[src/core/rcs_pkg.sv]
package rcs_pkg;

    // ****************************************************************
    // Strap layout
    // ****************************************************************
    localparam int unsigned CFG_WIDTH = 16;
    // Pins without a default pull-up (PLL ratio straps)
    localparam logic [CFG_WIDTH-1:0] NO_PULL_MASK = 16'h00ff;
    // Default strap value: a high level selects each default
    localparam logic [CFG_WIDTH-1:0] CFG_RESET_VAL = 16'hffff;

    // ****************************************************************
    // Timing
    // ****************************************************************
    localparam int unsigned CLK_PERIOD_NS = 10;
    localparam int unsigned HOLD_TIME_NS = 80;
    localparam int unsigned HOLD_CYCLES = (HOLD_TIME_NS + CLK_PERIOD_NS - 1) / CLK_PERIOD_NS;
    localparam int unsigned CNT_W = 8;

    // ****************************************************************
    // Types
    // ****************************************************************
    typedef enum logic [1:0] {
        ST_RESET,
        ST_HOLD,
        ST_RUN
    } rcs_state_t;

    // Pin-side control bundle for the strap pads
    typedef struct packed {
        logic [CFG_WIDTH-1:0] oe;
        logic [CFG_WIDTH-1:0] rx_en;
        logic [CFG_WIDTH-1:0] pu_en;
    } rcs_pad_ctl_t;

endpackage : rcs_pkg

[src/core/rcs_strap_capture.sv]
`timescale 1ns/1ps
`default_nettype none
// What this block does
// Out of reset, strap pins are driven as normal function outputs.
// During hard reset, strap pins are inputs fed to capture logic.
// Latch pins at reset release, then disable receivers, restore function; the block latches at the end of the post-release window.
// Pull-up on only during reset plus short window, off with receiver.
// High sampled level means default; board pulls low for non-default.
// PLL ratio pins get no pull-up; board must drive them.
// Post-release window length is a parameter; captured values hold until next reset.
module rcs_strap_capture
    import rcs_pkg::*;
#(
    parameter int unsigned HOLD_CNT = HOLD_CYCLES
) (
    // Clock and hard reset
    input wire logic CORE_CLK,
    input wire logic RSTN,
    // Strap pins
    input wire logic [CFG_WIDTH-1:0] CFG_PIN_I,
    output var logic [CFG_WIDTH-1:0] CFG_PIN_O,
    output var logic [CFG_WIDTH-1:0] CFG_PIN_OE,
    output var logic [CFG_WIDTH-1:0] CFG_PIN_RX_EN,
    output var logic [CFG_WIDTH-1:0] CFG_PIN_PU_EN,
    // Normal function drive
    input wire logic [CFG_WIDTH-1:0] FUNC_OUT,
    // Captured configuration
    output var logic [CFG_WIDTH-1:0] CFG_VALUE,
    output var logic CFG_VALID
);

    // ****************************************************************
    // Pin synchroniser
    // ****************************************************************
    logic [CFG_WIDTH-1:0] sync1_q, sync1_d;
    logic [CFG_WIDTH-1:0] sync2_q, sync2_d;

    // First stage reads the pins, the second reads only the first
    always_comb begin
        sync1_d = CFG_PIN_I;
        sync2_d = sync1_q;
    end

    // No reset on purpose: the pins must be tracked while the hard reset
    // is held, so the capture sees the strap level and not a stand-in
    always_ff @(posedge CORE_CLK) begin
        sync1_q <= sync1_d;
        sync2_q <= sync2_d;
    end

    // ****************************************************************
    // Capture sequencer
    // ****************************************************************
    rcs_state_t state_q, state_d;
    logic [CNT_W-1:0] cnt_q, cnt_d;
    logic [CFG_WIDTH-1:0] cfg_q, cfg_d;
    logic valid_q, valid_d;
    rcs_pad_ctl_t pad_q, pad_d;

    // Pull-up mask honours the pins that have no on-chip pull-up
    function automatic logic [CFG_WIDTH-1:0] pu_mask(input logic on);
        pu_mask = on ? ~NO_PULL_MASK : '0;
    endfunction : pu_mask

    // Next-state: receivers and pull-ups stay on through the window so
    // the synchroniser has settled on the real strap level before latching
    always_comb begin
        state_d = state_q;
        cnt_d = cnt_q;
        cfg_d = cfg_q;
        valid_d = valid_q;
        pad_d = pad_q;
        case (state_q)
            ST_RESET: begin
                state_d = ST_HOLD;
                cnt_d = '0;
            end
            ST_HOLD: begin
                // A HOLD_CNT of zero wraps the compare to the longest window
                if (cnt_q >= CNT_W'(HOLD_CNT - 1)) begin
                    cfg_d = sync2_q;
                    valid_d = 1'b1;
                    pad_d.rx_en = '0;
                    pad_d.pu_en = pu_mask(1'b0);
                    pad_d.oe = '1;
                    state_d = ST_RUN;
                end else begin
                    cnt_d = cnt_q + CNT_W'(1);
                end
            end
            ST_RUN: begin
                // Values hold until the next hard reset
                // Only the hard reset leaves this state
                state_d = ST_RUN;
            end
            default: begin
                state_d = ST_RESET;
            end
        endcase
    end

    // Registers; reset puts pins in input mode with gated pull-ups
    always_ff @(posedge CORE_CLK or negedge RSTN) begin
        if (!RSTN) begin
            state_q <= ST_RESET;
            cnt_q <= '0;
            cfg_q <= CFG_RESET_VAL;
            valid_q <= 1'b0;
            pad_q.oe <= '0;
            pad_q.rx_en <= '1;
            pad_q.pu_en <= ~NO_PULL_MASK;
        end else begin
            state_q <= state_d;
            cnt_q <= cnt_d;
            cfg_q <= cfg_d;
            valid_q <= valid_d;
            pad_q <= pad_d;
        end
    end

    // ****************************************************************
    // Pin drive
    // ****************************************************************
    logic [CFG_WIDTH-1:0] dout_q, dout_d;

    // Function data only reaches the pad once the strap phase is over;
    // until then the data register idles at zero, so nothing stale
    // from before a mid-run reset is left waiting on the pad
    always_comb begin
        dout_d = valid_q ? FUNC_OUT : '0;
    end

    always_ff @(posedge CORE_CLK or negedge RSTN) begin
        if (!RSTN) begin
            dout_q <= '0;
        end else begin
            dout_q <= dout_d;
        end
    end

    // Outputs straight from flip-flops
    // Plain wires to the ports; every source here is a register
    always_comb begin
        CFG_PIN_O = dout_q;
        CFG_PIN_OE = pad_q.oe;
        CFG_PIN_RX_EN = pad_q.rx_en;
        CFG_PIN_PU_EN = pad_q.pu_en;
        CFG_VALUE = cfg_q;
        CFG_VALID = valid_q;
    end

    // ****************************************************************
    // Checker helpers
    // ****************************************************************
    // Cycles since the hard reset let go, kept apart from the sequencer's
    // own counter so the window check does not lean on what it checks;
    // it saturates so a long run never wraps back into the window
    logic [CNT_W:0] since_rel_q, since_rel_d;

    // Next count, held once it reaches the top
    always_comb begin
        since_rel_d = since_rel_q;
        if (since_rel_q != '1) begin
            since_rel_d = since_rel_q + (CNT_W+1)'(1);
        end
    end

    // Cleared by the hard reset like the sequencer it watches
    always_ff @(posedge CORE_CLK or negedge RSTN) begin
        if (!RSTN) begin
            since_rel_q <= '0;
        end else begin
            since_rel_q <= since_rel_d;
        end
    end
endmodule : rcs_strap_capture
`default_nettype wire

[config.mk]
export PLATFORM = sky130hd
export DESIGN_NAME = rcs_strap_capture
export DESIGN_NICKNAME = d
export VERILOG_FILES = /design/src/core/rcs_pkg.sv /design/src/core/rcs_strap_capture.sv
export SDC_FILE = /design/constraint.sdc
export NUM_CORES = 1
export LEC_CHECK = 0
export BUFFER_PORTS_ARGS = -buffer_cell sky130_fd_sc_hd__buf_2
export CAP_MARGIN = 10
export CORE_MARGIN = 1
export CORE_UTILIZATION = 50
export DETAILED_ROUTE_END_ITERATION = 8
export PLACE_DENSITY = 0.9
export SLEW_MARGIN = 10
export SYNTH_ARGS = -nofsm -noshare
export SYNTH_HDL_FRONTEND = slang
export SYNTH_SLANG_ARGS = --single-unit
[constraint.sdc]
create_clock -name CORE_CLK -period 3.2 [get_ports CORE_CLK]
set_clock_uncertainty 0.05 [all_clocks]
set_input_delay 0.8 -clock CORE_CLK [delete_from_list [all_inputs] [get_ports CORE_CLK]]
set_output_delay 0.8 -clock CORE_CLK [all_outputs]
set_load 0.01 [all_outputs]
==> results.cfg <==
[critical_path]
list_of_cells_traversed_by_the_critical_path = buf_2
timing.critical_path.required_ps = 2350
critical_path.n_buffers_inverters = 1
crit_path_start_kind = flop
critical_path_class = reg -> out
arrival_ps = 1390
max_stage_delay_ps = 790
crit_path_top_delay_cell = sky130_fd_sc_hd__dfrtp_1
path_max_fanout = 34
cp_top_family = flip-flops
cp-end-kind = output pin

[cells_and_area]
insertedDiodeCount = 0
final_cells = 340
drive_gt1_share_pct = 57.78
nets = 302
area_delta_synth_final_pct = 16.51
utilization_pct = 61.15
design_area_um2 = 3143

[floorplan]
fp.dieH_um = 75.45
die_x_um = 75.45
design.core.area_um2 = 5140
std_cell_rows = 26
start_util_pct = 52.48
ioPinCount = 115
die_area_um2 = 5693

[synthesis]
synth_warnings = 0
netlist-cell-type-count = 28
syn_area_um2 = 2698
ys_ff_latch = 76
ys_seq_area_share_pct = 65.35
post_synth.cell_area_avg_um2 = 14.12
syn-instance-count = 191

[place]
place_area_um2 = 2969
gp_routability_congestion = 0.6132
post-place-ws_ps = 1237
placement.io_buffers = 106
dp_hpwl_mm = 2.623
placedCellCount = 324

[timing]
drv_slew = 0
worst_slew_pin_tran_ps = 922.9
rsz0062_at_grt = no
worst_max_slew_margin_expressed_relative_to_the_limit_pct = 38.47
layout_worst_path_cycle_share_pct = 69.97
clock.fmax_mhz = 446.6
final.setup.worst_slack_ps = 960.8
finalSetupViolCount = 0
fin_tns_setup_ps = 0
fin_worst_hold_slack_ps = 269.4
min_clock_period_post_route_ps = 2239
hold_violations = 0

[clocking]
ctsResizeCount = 0
cts_buffers = 9
cts.repair_timing.setup_buffer_count = 0
clock_sinks = 76
path_clk_slew_ps = 80
clock_insertion_delay_worst_skew_ps = 340
cts-hold-fix-buffers = 0
cts_max_path_buffers = 2
cts.htree.levels = 3
tritoncts_clock_tree = built
root_buffer_selected_by_cts = sky130_fd_sc_hd__clkbuf_8

[global_routing]
number_of_global_route_vias_before_repair = 1251
gr_usage_total_pct = 13.82
grt_antenna_before_repair = 0
global_route_wire_length_before_repair_mm = 5.492
pin_count_of_the_biggest_net_entering_global_routing = 45
gr-total-overflow = 0

[detailed_routing]
routed_via_count_divided_by_cell_count = 4.268
drt_drc_violations_left = 0
first_pass_iters = 4
routedWlPerCell_um = 11.17
via_count = 1451
first_iter_violations = 39
drt.antenna.violating_nets = 0
detail_route.wirelength_mm = 3.798

[pwr]
power_leakage_nw = 1.540
finalPower_mw = 1.729
ir_worst_vdd_mv = 0.4199
power.density_nw_per_um2 = 550.1

[job]
max_cap_viol_count = 0

[hold_path]
hp-class = reg -> reg

[run_status]
outcome = complete, no violations
==> cells in the final DEF (no fill, tap or decap), drive strengths merged <==
cell | netlist | routed
conb | 1 | 8
nand2b | 2 | 2
o221ai | 1 | 1
a22o | 1 | 1
o211ai | 1 | 1
a21oi | 1 | 1
nand4b | 1 | 1
ha | 3 | 3
nor2 | 2 | 2
buf | 49 | 106
dfxtp | 32 | 32
nor4 | 1 | 1
nand3 | 1 | 1
mux2 | 18 | 18
clkbuf | 1 | 15
nand4 | 1 | 1
a32o | 1 | 1
dfrtp | 27 | 27
dfstp | 17 | 17
or2 | 1 | 1
and2 | 21 | 21
and2b | 1 | 1
clkinvlp | 0 | 1
nand2 | 4 | 4
a21boi | 1 | 1
inv | 2 | 2
==> power breakdown <==
| part | internal (mW) | switching [mW] | total, mW |
|---|---|---|---|
| logic | 0.0430 | 0.0412 | 0.0842 |
| clock network | 0.326 | 0.302 | 0.628 |
| registers | 1.00 | 0.0123 | 1.02 |
| total | 1.37 | 0.356 | 1.73 |
==> cells by family after synthesis <==
family                     synth area share (%)
DFF                                       65.35
buffers and inverters                     14.10
and+or+nand+nor                           8.210
muxes                                     8.627
AOI/OAI and AO/OA                         2.180
adders and majority gates                 1.392
other                                    0.1390
==> final timing paths <==
path / slack, ps / to / cells after the start / start
setup / recovery: 960 / CFG_PIN_OE[7] / 1 / CFG_PIN_OE[0]$_DFFE_PN0P_
hold reg to reg: 270 / sync2_q[0]$_DFF_P_ / 0 / sync1_q[0]$_DFF_P_
setup reg to reg: 1250 / CFG_VALUE[9]$_DFFE_PN1P_ / 4 / cnt_q[0]$_DFFE_PN0P_
max in group asynchronous: 1970 / cnt_q[4]$_DFFE_PN0P_ / 1 / RSTN
min in group asynchronous: 550 / CFG_PIN_O[0]$_DFF_PN0_ / 1 / RSTN
hold / removal: 270 / sync2_q[0]$_DFF_P_ / 0 / sync1_q[0]$_DFF_P_
==> cells in the mapped netlist <==
master                      n  area share [%]
sky130_fd_sc_hd__nand2b_1   2            0.46
sky130_fd_sc_hd__mux2_2    10             4.2
sky130_fd_sc_hd__nand3_1    1            0.19
sky130_fd_sc_hd__buf_4     47              13
sky130_fd_sc_hd__and2b_1    1            0.28
sky130_fd_sc_hd__mux2_4     8             4.5
sky130_fd_sc_hd__conb_1     1            0.14
sky130_fd_sc_hd__ha_1       3             1.4
sky130_fd_sc_hd__nor2_1     2            0.28
sky130_fd_sc_hd__and2_1    21             4.9
sky130_fd_sc_hd__inv_1      2            0.28
sky130_fd_sc_hd__clkbuf_1   1            0.14
sky130_fd_sc_hd__nand4b_1   1            0.32
sky130_fd_sc_hd__nand2_1    4            0.56
sky130_fd_sc_hd__a22o_1     1            0.32
sky130_fd_sc_hd__o211ai_1   1            0.28
sky130_fd_sc_hd__dfrtp_1   27              25
sky130_fd_sc_hd__buf_6      1            0.42
sky130_fd_sc_hd__dfstp_2   17              17
sky130_fd_sc_hd__o221ai_1   1            0.32
sky130_fd_sc_hd__a32o_1     1            0.37
sky130_fd_sc_hd__nand4_1    1            0.23
sky130_fd_sc_hd__buf_2      1            0.19
sky130_fd_sc_hd__or2_2      1            0.23
sky130_fd_sc_hd__a21boi_4   1            0.70
sky130_fd_sc_hd__nor4_4     1            0.79
sky130_fd_sc_hd__dfxtp_1   32              24
sky130_fd_sc_hd__a21oi_1    1            0.19
==> final cells by class <==
class | count | area (µm²)
fill | 398 | 1997
sequential | 76 | 1763
multi-input combinational | 70 | 580.6
timing repair buffer | 106 | 530.5
clock buffer | 15 | 166.4
tap | 70 | 87.58
clock inverter | 1 | 7.507
inverter | 2 | 7.507
==> metal layers <==
layer	vias up	part of all wire (%)	track usage (%)
li1	709	-	-
met1	662	42	16.62
met2	75	49	21.03
met3	5	6.9	5.291
met4	0	1.5	8.642
met5	-	0	0
==> flip-flops by register name, indices dropped and copies added (netlist names) <==
| register | count |
|---|---|
| CFG_PIN_OE | 1 |
| sync2_q | 16 |
| state_q | 2 |
| CFG_VALUE | 16 |
| CFG_PIN_O | 16 |
| CFG_PIN_RX_EN | 1 |
| sync1_q | 16 |
| cnt_q | 8 |
(Power assumes the default switching activity.)
